File: config.mk
export PLATFORM = sky130hd
export DESIGN_NAME = pll_enable_and_frc_trim
export DESIGN_NICKNAME = d
export VERILOG_FILES = /design/src/clk_ctl_pkg.sv /design/src/pll_enable_and_frc_trim.sv
export SDC_FILE = /design/constraint.sdc
export NUM_CORES = 1
export LEC_CHECK = 0
export BUFFER_PORTS_ARGS = -buffer_cell sky130_fd_sc_hd__buf_2
export CORE_MARGIN = 10
export CORE_UTILIZATION = 41
export CTS_CLUSTER_SIZE = 8
export DETAILED_ROUTE_END_ITERATION = 7
export GPL_TIMING_DRIVEN = 0
export PLACE_DENSITY = 0.84
export SLEW_MARGIN = 30
export SYNTH_ARGS = -nofsm -noshare
export SYNTH_HDL_FRONTEND = slang
export SYNTH_SLANG_ARGS = --single-unit
File: constraint.sdc
create_clock -name MCLK_IN -period 1.35 [get_ports MCLK_IN]
set_input_delay 0.27 -clock MCLK_IN [delete_from_list [all_inputs] [get_ports MCLK_IN]]
set_output_delay 0.27 -clock MCLK_IN [all_outputs]
set_load 0.02 [all_outputs]
File: src/clk_ctl_pkg.sv
package clk_ctl_pkg;
    localparam int DATA_W = 32;
    localparam int ADDR_W = 32;
    localparam int REG_W = 16;
    localparam int TRIM_W = 6;

    // byte addresses of the two registers
    localparam logic [ADDR_W-1:0] CLOCK_DIVIDER_CTL_CTL_ADDR = 32'h0000_0000;
    localparam logic [ADDR_W-1:0] RC_TRIM_ADDR = 32'h0000_0004;
    // decode compares word address bits only
    localparam int ADDR_LSB = 2;
    localparam int ADDR_MSB = 11;

    // clock_divider_ctl field positions
    localparam int ROI_POS = 15;
    localparam int DOZE_EN_POS = 11;
    localparam int PLL96_EN_POS = 5;
    localparam int GFX_SEL_POS = 4;
    // writable bits: 15..4; bits 3..0 read as zero
    localparam logic [REG_W-1:0] CLOCK_DIVIDER_CTL_CTL_MASK = 16'hfff0;
    localparam logic [REG_W-1:0] CLOCK_DIVIDER_CTL_CTL_RESET = 16'h0000;
    localparam logic [TRIM_W-1:0] RC_TRIM_RESET = 6'h00;

    localparam logic [1:0] HTRANS_NONSEQ = 2'h2;
    localparam logic [1:0] SEL_NONE = 2'h0;
    localparam logic [1:0] SEL_CTL = 2'h1;
    localparam logic [1:0] SEL_TRIM = 2'h2;

    // captured ahb address phase
    typedef struct packed {
        logic valid;
        logic write;
        logic [1:0] sel;
    } addr_phase_t;
endpackage

File: src/pll_enable_and_frc_trim.sv
// Chosen here: the placing of the registers and the AHB-Lite register port.
module pll_enable_and_frc_trim (
    input wire logic MCLK_IN,
    input wire logic RESET_IN,
    input wire logic HSEL_IN,
    input wire logic [clk_ctl_pkg::ADDR_W-1:0] HADDR_IN,
    input wire logic [1:0] HTRANS_IN,
    input wire logic HWRITE_IN,
    input wire logic [2:0] HSIZE_IN,
    input wire logic [clk_ctl_pkg::DATA_W-1:0] HWDATA_IN,
    input wire logic HREADY_IN,
    output logic [clk_ctl_pkg::DATA_W-1:0] HRDATA_OUT,
    output logic HREADYOUT_OUT,
    output logic HRESP_OUT,
    input wire logic PLL_CONFIG_IN,
    input wire logic INTERRUPT_IN,
    output logic PLL96_ENABLE_OUT,
    output logic GFX_CLK_SEL_OUT,
    output logic DOZE_ENABLE_OUT,
    output logic [clk_ctl_pkg::TRIM_W-1:0] RC_TRIM_CODE_OUT
);
    import clk_ctl_pkg::*;

    addr_phase_t ap_r, ap_nxt;
    logic [REG_W-1:0] ctl_r, ctl_nxt;
    logic [TRIM_W-1:0] trim_r, trim_nxt;
    logic [DATA_W-1:0] rdata_r, rdata_nxt;
    logic [2:0] cfg_sync_r;
    logic ovr_r, ovr_nxt;
    logic pll_out_r, gfx_out_r, doze_out_r;
    logic [TRIM_W-1:0] trim_out_r;
    logic wr_ctl, wr_trim, take;
    logic [1:0] sel_dec;

    // address decode; hsize is not checked, only word transfers are issued
    always_comb begin
        take = HSEL_IN && HREADY_IN && (HTRANS_IN == HTRANS_NONSEQ);
        if (HADDR_IN[ADDR_MSB:ADDR_LSB] == CLOCK_DIVIDER_CTL_CTL_ADDR[ADDR_MSB:ADDR_LSB]) begin
            sel_dec = SEL_CTL;
        end else if (HADDR_IN[ADDR_MSB:ADDR_LSB] == RC_TRIM_ADDR[ADDR_MSB:ADDR_LSB]) begin
            sel_dec = SEL_TRIM;
        end else begin
            sel_dec = SEL_NONE; // unmapped: reads zero, writes dropped
        end
        ap_nxt.valid = take;
        ap_nxt.write = HWRITE_IN;
        ap_nxt.sel = take ? sel_dec : SEL_NONE;
        wr_ctl = ap_r.valid && ap_r.write && (ap_r.sel == SEL_CTL);
        wr_trim = ap_r.valid && ap_r.write && (ap_r.sel == SEL_TRIM);
    end

    // register next values; data-phase writes land here
    always_comb begin
        ctl_nxt = ctl_r;
        trim_nxt = trim_r;
        if (wr_ctl) begin
            ctl_nxt = HWDATA_IN[REG_W-1:0] & CLOCK_DIVIDER_CTL_CTL_MASK;
        end
        if (wr_trim) begin
            trim_nxt = HWDATA_IN[TRIM_W-1:0];
        end
        // hardware clear wins over a same-cycle software set, so doze never survives an interrupt while recovery is armed
        if (ctl_r[ROI_POS] && INTERRUPT_IN) begin
            ctl_nxt[DOZE_EN_POS] = 1'b0;
        end
    end

    // read data built from next values so a read right after a write sees it
    always_comb begin
        rdata_nxt = '0;
        if (take && !HWRITE_IN) begin
            unique case (sel_dec)
                SEL_CTL: rdata_nxt[REG_W-1:0] = ctl_nxt & CLOCK_DIVIDER_CTL_CTL_MASK;
                SEL_TRIM: rdata_nxt[TRIM_W-1:0] = trim_nxt;
                default: rdata_nxt = '0;
            endcase
        end
    end

    // config strap: three flops, a change counts once stages two and three agree
    always_comb begin
        ovr_nxt = ovr_r;
        if (cfg_sync_r[1] == cfg_sync_r[2]) begin
            ovr_nxt = cfg_sync_r[2];
        end
    end

    // bus side and control registers
    always_ff @(posedge MCLK_IN) begin
        if (RESET_IN) begin
            ap_r <= '0;
            ctl_r <= CLOCK_DIVIDER_CTL_CTL_RESET;
            trim_r <= RC_TRIM_RESET;
            rdata_r <= '0;
            cfg_sync_r <= '0;
            ovr_r <= 1'b0;
        end else begin
            ap_r <= ap_nxt;
            ctl_r <= ctl_nxt;
            trim_r <= trim_nxt;
            rdata_r <= rdata_nxt;
            cfg_sync_r <= {cfg_sync_r[1:0], PLL_CONFIG_IN};
            ovr_r <= ovr_nxt;
        end
    end

    // output next values; the strap override is or-ed in after its filter
    logic pll_out_nxt, gfx_out_nxt, doze_out_nxt;
    logic [TRIM_W-1:0] trim_out_nxt;
    always_comb begin
        pll_out_nxt = ctl_r[PLL96_EN_POS] | ovr_r;
        gfx_out_nxt = ctl_r[GFX_SEL_POS];
        doze_out_nxt = ctl_r[DOZE_EN_POS];
        trim_out_nxt = trim_r;
    end

    // output flops; one cycle behind the registers
    always_ff @(posedge MCLK_IN) begin
        if (RESET_IN) begin
            pll_out_r <= 1'b0;
            gfx_out_r <= 1'b0;
            doze_out_r <= 1'b0;
            trim_out_r <= RC_TRIM_RESET;
        end else begin
            pll_out_r <= pll_out_nxt;
            gfx_out_r <= gfx_out_nxt;
            doze_out_r <= doze_out_nxt;
            trim_out_r <= trim_out_nxt;
        end
    end

    // bus answer; kept as flops so the top outputs stay registered
    logic ready_nxt, resp_nxt;
    always_comb begin
        ready_nxt = 1'b1; // no wait states are ever needed
        resp_nxt = 1'b0;
    end

    // zero wait states, always OKAY
    always_ff @(posedge MCLK_IN) begin
        if (RESET_IN) begin
            HREADYOUT_OUT <= 1'b1;
            HRESP_OUT <= 1'b0;
        end else begin
            HREADYOUT_OUT <= ready_nxt;
            HRESP_OUT <= resp_nxt;
        end
    end

    assign HRDATA_OUT = rdata_r;
    assign PLL96_ENABLE_OUT = pll_out_r;
    assign GFX_CLK_SEL_OUT = gfx_out_r;
    assign DOZE_ENABLE_OUT = doze_out_r;
    assign RC_TRIM_CODE_OUT = trim_out_r;

    // helper: data phase of a read
    logic rd_ctl, rd_trim;
    always_comb begin
        rd_ctl = ap_r.valid && !ap_r.write && (ap_r.sel == SEL_CTL);
        rd_trim = ap_r.valid && !ap_r.write && (ap_r.sel == SEL_TRIM);
    end

    // checks
    property p_pll_on;
        @(posedge MCLK_IN) disable iff (RESET_IN)
        (wr_ctl && HWDATA_IN[PLL96_EN_POS]) |=> ##1 PLL96_ENABLE_OUT;
    endproperty
    a_pll_on: assert property (p_pll_on) else $error("pll not enabled after write");

    property p_pll_off;
        @(posedge MCLK_IN) disable iff (RESET_IN)
        (wr_ctl && !HWDATA_IN[PLL96_EN_POS]) ##1 !ovr_r |=> !PLL96_ENABLE_OUT;
    endproperty
    a_pll_off: assert property (p_pll_off) else $error("pll not disabled after write");

    property p_override;
        @(posedge MCLK_IN) disable iff (RESET_IN)
        ovr_r |=> PLL96_ENABLE_OUT;
    endproperty
    a_override: assert property (p_override) else $error("override did not force pll on");

    property p_gfx_sel;
        @(posedge MCLK_IN) disable iff (RESET_IN)
        wr_ctl |=> ##1 (GFX_CLK_SEL_OUT == $past(HWDATA_IN[GFX_SEL_POS], 2));
    endproperty
    a_gfx_sel: assert property (p_gfx_sel) else $error("graphics select mismatch");

    property p_low_zero;
        @(posedge MCLK_IN) disable iff (RESET_IN)
        rd_ctl |-> (HRDATA_OUT[3:0] == 4'h0);
    endproperty
    a_low_zero: assert property (p_low_zero) else $error("unimplemented bits not zero");

    property p_doze_clear;
        @(posedge MCLK_IN) disable iff (RESET_IN)
        (ctl_r[ROI_POS] && INTERRUPT_IN) |=> ##1 !DOZE_ENABLE_OUT;
    endproperty
    a_doze_clear: assert property (p_doze_clear) else $error("doze not cleared on interrupt");

    property p_trim_apply;
        @(posedge MCLK_IN) disable iff (RESET_IN)
        wr_trim |=> ##1 (RC_TRIM_CODE_OUT == $past(HWDATA_IN[TRIM_W-1:0], 2));
    endproperty
    a_trim_apply: assert property (p_trim_apply) else $error("trim code not applied");

    property p_trim_read;
        @(posedge MCLK_IN) disable iff (RESET_IN)
        rd_trim |-> (HRDATA_OUT == {{(DATA_W-TRIM_W){1'b0}}, trim_r});
    endproperty
    a_trim_read: assert property (p_trim_read) else $error("trim readback mismatch");

    // register state checks
    property p_ctl_write;
        @(posedge MCLK_IN) disable iff (RESET_IN)
        (wr_ctl && !(ctl_r[ROI_POS] && INTERRUPT_IN)) |=> (ctl_r == ($past(HWDATA_IN[REG_W-1:0]) & CLOCK_DIVIDER_CTL_CTL_MASK));
    endproperty
    a_ctl_write: assert property (p_ctl_write) else $error("control write not stored");

    property p_ctl_low;
        @(posedge MCLK_IN) disable iff (RESET_IN)
        1'b1 |-> (ctl_r[3:0] == 4'h0);
    endproperty
    a_ctl_low: assert property (p_ctl_low) else $error("unimplemented bits stored");

    property p_trim_write;
        @(posedge MCLK_IN) disable iff (RESET_IN)
        wr_trim |=> (trim_r == $past(HWDATA_IN[TRIM_W-1:0]));
    endproperty
    a_trim_write: assert property (p_trim_write) else $error("trim write not stored");

    property p_ctl_read;
        @(posedge MCLK_IN) disable iff (RESET_IN)
        rd_ctl |-> (HRDATA_OUT == {{(DATA_W-REG_W){1'b0}}, ctl_r});
    endproperty
    a_ctl_read: assert property (p_ctl_read) else $error("control readback mismatch");

    property p_rdata_idle;
        @(posedge MCLK_IN) disable iff (RESET_IN)
        !(rd_ctl || rd_trim) |-> (HRDATA_OUT == '0);
    endproperty
    a_rdata_idle: assert property (p_rdata_idle) else $error("read data outside a read");

    // outputs follow the registers one edge later
    property p_pll_follow;
        @(posedge MCLK_IN) disable iff (RESET_IN)
        1'b1 |=> (PLL96_ENABLE_OUT == $past(ctl_r[PLL96_EN_POS] | ovr_r));
    endproperty
    a_pll_follow: assert property (p_pll_follow) else $error("pll output wrong");

    property p_gfx_follow;
        @(posedge MCLK_IN) disable iff (RESET_IN)
        1'b1 |=> (GFX_CLK_SEL_OUT == $past(ctl_r[GFX_SEL_POS]));
    endproperty
    a_gfx_follow: assert property (p_gfx_follow) else $error("graphics select wrong");

    property p_doze_follow;
        @(posedge MCLK_IN) disable iff (RESET_IN)
        1'b1 |=> (DOZE_ENABLE_OUT == $past(ctl_r[DOZE_EN_POS]));
    endproperty
    a_doze_follow: assert property (p_doze_follow) else $error("doze output wrong");

    property p_trim_follow;
        @(posedge MCLK_IN) disable iff (RESET_IN)
        1'b1 |=> (RC_TRIM_CODE_OUT == $past(trim_r));
    endproperty
    a_trim_follow: assert property (p_trim_follow) else $error("trim output wrong");

    property p_ovr_filter;
        @(posedge MCLK_IN) disable iff (RESET_IN)
        (cfg_sync_r[1] == cfg_sync_r[2]) |=> (ovr_r == $past(cfg_sync_r[2]));
    endproperty
    a_ovr_filter: assert property (p_ovr_filter) else $error("override filter wrong");

    // nothing but a write or an armed interrupt moves the registers
    property p_ctl_hold;
        @(posedge MCLK_IN) disable iff (RESET_IN)
        (!wr_ctl && !(ctl_r[ROI_POS] && INTERRUPT_IN)) |=> $stable(ctl_r);
    endproperty
    a_ctl_hold: assert property (p_ctl_hold) else $error("control changed unasked");

    property p_trim_hold;
        @(posedge MCLK_IN) disable iff (RESET_IN)
        !wr_trim |=> $stable(trim_r);
    endproperty
    a_trim_hold: assert property (p_trim_hold) else $error("trim changed unasked");

    c_pll_write: cover property (@(posedge MCLK_IN) disable iff (RESET_IN)
        wr_ctl && HWDATA_IN[PLL96_EN_POS]);
    c_doze_clear: cover property (@(posedge MCLK_IN) disable iff (RESET_IN)
        ctl_r[ROI_POS] && ctl_r[DOZE_EN_POS] && INTERRUPT_IN);
    c_override: cover property (@(posedge MCLK_IN) disable iff (RESET_IN) $rose(ovr_r));
    c_trim_read: cover property (@(posedge MCLK_IN) disable iff (RESET_IN) rd_trim);
    c_gfx_select: cover property (@(posedge MCLK_IN) disable iff (RESET_IN)
        wr_ctl && HWDATA_IN[GFX_SEL_POS]);
endmodule // pll_enable_and_frc_trim

==> qor.txt <==
total via count in the routed design - 1355
largest net degree at the start of global routing - 14
NetSw - 0.0005516 W
global routing usage on met3 - 5.712%
Synth Warn # - 0
Overflow after GRT - 0
Final Hold Viols - 0
Final min period - 1.237 ns
root buffer cell - clkbuf_8
final WL - 4.218 mm
Fill cells - 407
Worst Setup Path Type - reg -> reg
Gate power share - 7.8%
# rows - 24
Buffers & Inverters on Critical Path - 1
dominant cell type by area after synthesis - dfxtp_1
Top FF cell, synth - dfxtp_1
CP max FO - 10
Post-synth top cells - dfxtp_1, nor2_1, buf_4
crit path from - ap_r[3]$_SDFF_PP0_
CTS tree - yes
Starting Density - 42.39%
H-tree Lvls - 2
FF-to-FF End - ctl_r[10]$_SDFF_PP0_
Die H - 87.09 µm
fraction of registers with async set/reset - 0%
Critical-path top delay cell - dfxtp_1
capture point of the worst path - ctl_r[10]$_SDFF_PP0_
core area - 0.004354 mm²
Final Instance Count excl. Fillers - 302
Slew @ Worst Pin - 0.5192 ns
post-DP HPWL - 3.324 mm
RSZ-0062 raised after global routing - no
IO Count - 119
Worst R2R Start - ap_r[3]$_SDFF_PP0_
Seq pwr share - 60.7%
Area contributors post-synth - dfxtp_1, mux2i_1, buf_4
share of cells above drive strength 1 - 36.00%
WP data arrival - 1.41 ns
status - completed
maximum root-to-sink buffer count - 2
vias per cell - 4.487
Slew Limit Fails - 0
Tot GR Track Use - 11.39%
M2 GR Usage - 20.19%
gpl congestion - 0.7932
critical path required time - 1.52 ns
1st-iter DRT viols - 26
PD cells - 1060 mW/mm²
Synth Instances - 170
Post-CTS Setup Bufs - 0
final worst hold slack - 0.1685 ns
skew final - 0.003689 ns
CP max stage delay - 0.43 ns
antenna viol nets, final - 0
sequential area share after synthesis - 55.32%
Max Cap Viol - 0
Die Wd - 87.09 µm
area of the multi-input gates - 711.9 µm²
Pleak - 1.232 nW
initial antenna violation count - 0
pre-CTS WS - -0.1132 ns
Area Overhead vs Synth - 27.25%
Antenna Cells - 0
Clk pwr share - 31.4%
synth unique cells - 29
Sw Ratio - 22.15%
FF+latch area - 0.001021 mm²
Final setup viols - 0
Worst setup SP type - flop
FF-to-FF setup slack - 0.11 ns
CP Capture Type - flop
worst r2r path cells - 4
average wire per standard cell - 13.97 µm
Fmax achieved - 808.3 MHz
Num CTS Buffers - 5
Slew HR - 65.39%
setup TNS - 0 ns
DR pass1 iterations - 4
worst-path cell chain - nand4b_4, buf_6, mux2i_1, nor2_1
Remaining DRCs - 0
CP delay by family, top - flip-flops
vias in the first global route - 1380
clock latency on the worst-skew pair - 0.30 ns
Nets - 327
Util after Layout - 53.94%
first-pass GRT wire length - 6.644 mm
clk sinks - 51
Post-synth EDFFs - 0
Netlist Area Pre-Place - 0.001846 mm²
Clk pin slew, worst setup/hold paths - 0.08 ns
post-synthesis register bit count - 51
Yosys top cell area share - 55.32%
die area - 0.007585 mm²
most frequent cell after synthesis - dfxtp_1
VDD IR max - 662.0 µV
Pint - 0.001939 W
GR Util met1 - 10.87%
placed cells - 296
busiest layer in global routing - met2
Worst Hold Class - in -> reg
Port Buffers - 58
Syn Area/Cell - 10.86 µm²
WP depth - 4
Tcrit/Tclk final - 91.64%
worst setup margin - 0.1129 ns
[how the worst min path moves through the flow]
stage                             startpoint                    endpoint  slack [ns]  depth (start not counted)
floorplan                           RESET_IN  DOZE_ENABLE_OUT$_SDFF_PP0_        0.34                          1
global placement    cfg_sync_r[0]$_SDFF_PP0_    cfg_sync_r[1]$_SDFF_PP0_        0.42                          1
detailed placement  cfg_sync_r[0]$_SDFF_PP0_    cfg_sync_r[1]$_SDFF_PP0_        0.43                          1
CTS                             INTERRUPT_IN        ctl_r[11]$_SDFF_PP0_        0.15                          2
global route                    INTERRUPT_IN        ctl_r[11]$_SDFF_PP0_        0.16                          2
finish                          INTERRUPT_IN        ctl_r[11]$_SDFF_PP0_        0.17                          2
[repair_timing]
action                     CTS  global route
setup endpoints to repair    3            14
hold buffers                 0             0
resized for setup            1             2
[worst reg2reg max path: stages, from the launching register on]
cell and delay [ns]:
dfxtp_1 0.43, nand4b_4 0.19, buf_6 0.20, mux2i_1 0.23
nor2_1 0.06
[layout by cell type, fill, tap and decap left out, types with 3 or more instances in the layout]
cell type  instances
buf_2             58
dfxtp_1           51
conb_1            18
and3b_1            3
nor2_1            21
mux2i_1           18
nand3_1            4
clkbuf_8           5
clkbuf_1           6
nor3_1            13
nor2b_1           12
buf_4             18
[cell type report]
cell class,count,area share (%)
multi-input cells,108,30.31
plain buffers,26,7.832
well taps,52,2.770
clock buffers,6,3.090
flip-flops and latches,51,43.47
repair buffers,58,12.36
inverters,1,0.1598
[power by group through the flow]
stage	Combinational (W)	Clock, W	Sequential [W]
after floorplan	0.000121	0	0.00155
after global placement	0.000189	0	0.00155
after detailed placement	0.000191	0	0.00155
after CTS	0.000192	0.000814	0.00151
after global routing	0.000212	0.000876	0.00151
final	0.000195	0.000783	0.00151
[cell families (layout without fill, tap and decap cells)]
kind of cell	Yosys count	count (layout)	share of synthesized area, %
AND/OR/NAND/NOR	64	64	21.56
flip-flops	51	51	55.32
buffers and inverters	27	91	9.830
multiplexers	18	18	9.763
AO/OA/AOI/OAI	8	8	3.119
other	2	18	0.4069
[flip-flops by register name, summed over array words and instances (netlist names), 3 cells and up]
signal,count
ctl_r,12
ap_r,4
trim_out_nxt,6
HRDATA_OUT,16
cfg_sync_r,3
RC_TRIM_CODE_OUT,6
[metal layers]
layer / vias up / part of all wire, % / wire length [µm]
met3: 8 / 9.0 / 380
li1: 695 / - / -
met5: - / 0 / 0
met2: 49 / 52 / 2186
met4: 0 / 1.6 / 66
met1: 603 / 38 / 1584
[metrics by stage]
| step | total power (W) | area, µm² |
|---|---|---|
| floorplan | 0.001668 | 1906 |
| global placement | 0.001737 | 2261 |
| detailed placement | 0.001739 | 2261 |
| CTS | 0.002518 | 2337 |
| global route | 0.002602 | 2349 |
| finish | 0.002490 | 2349 |
(Power assumes the default switching activity.)
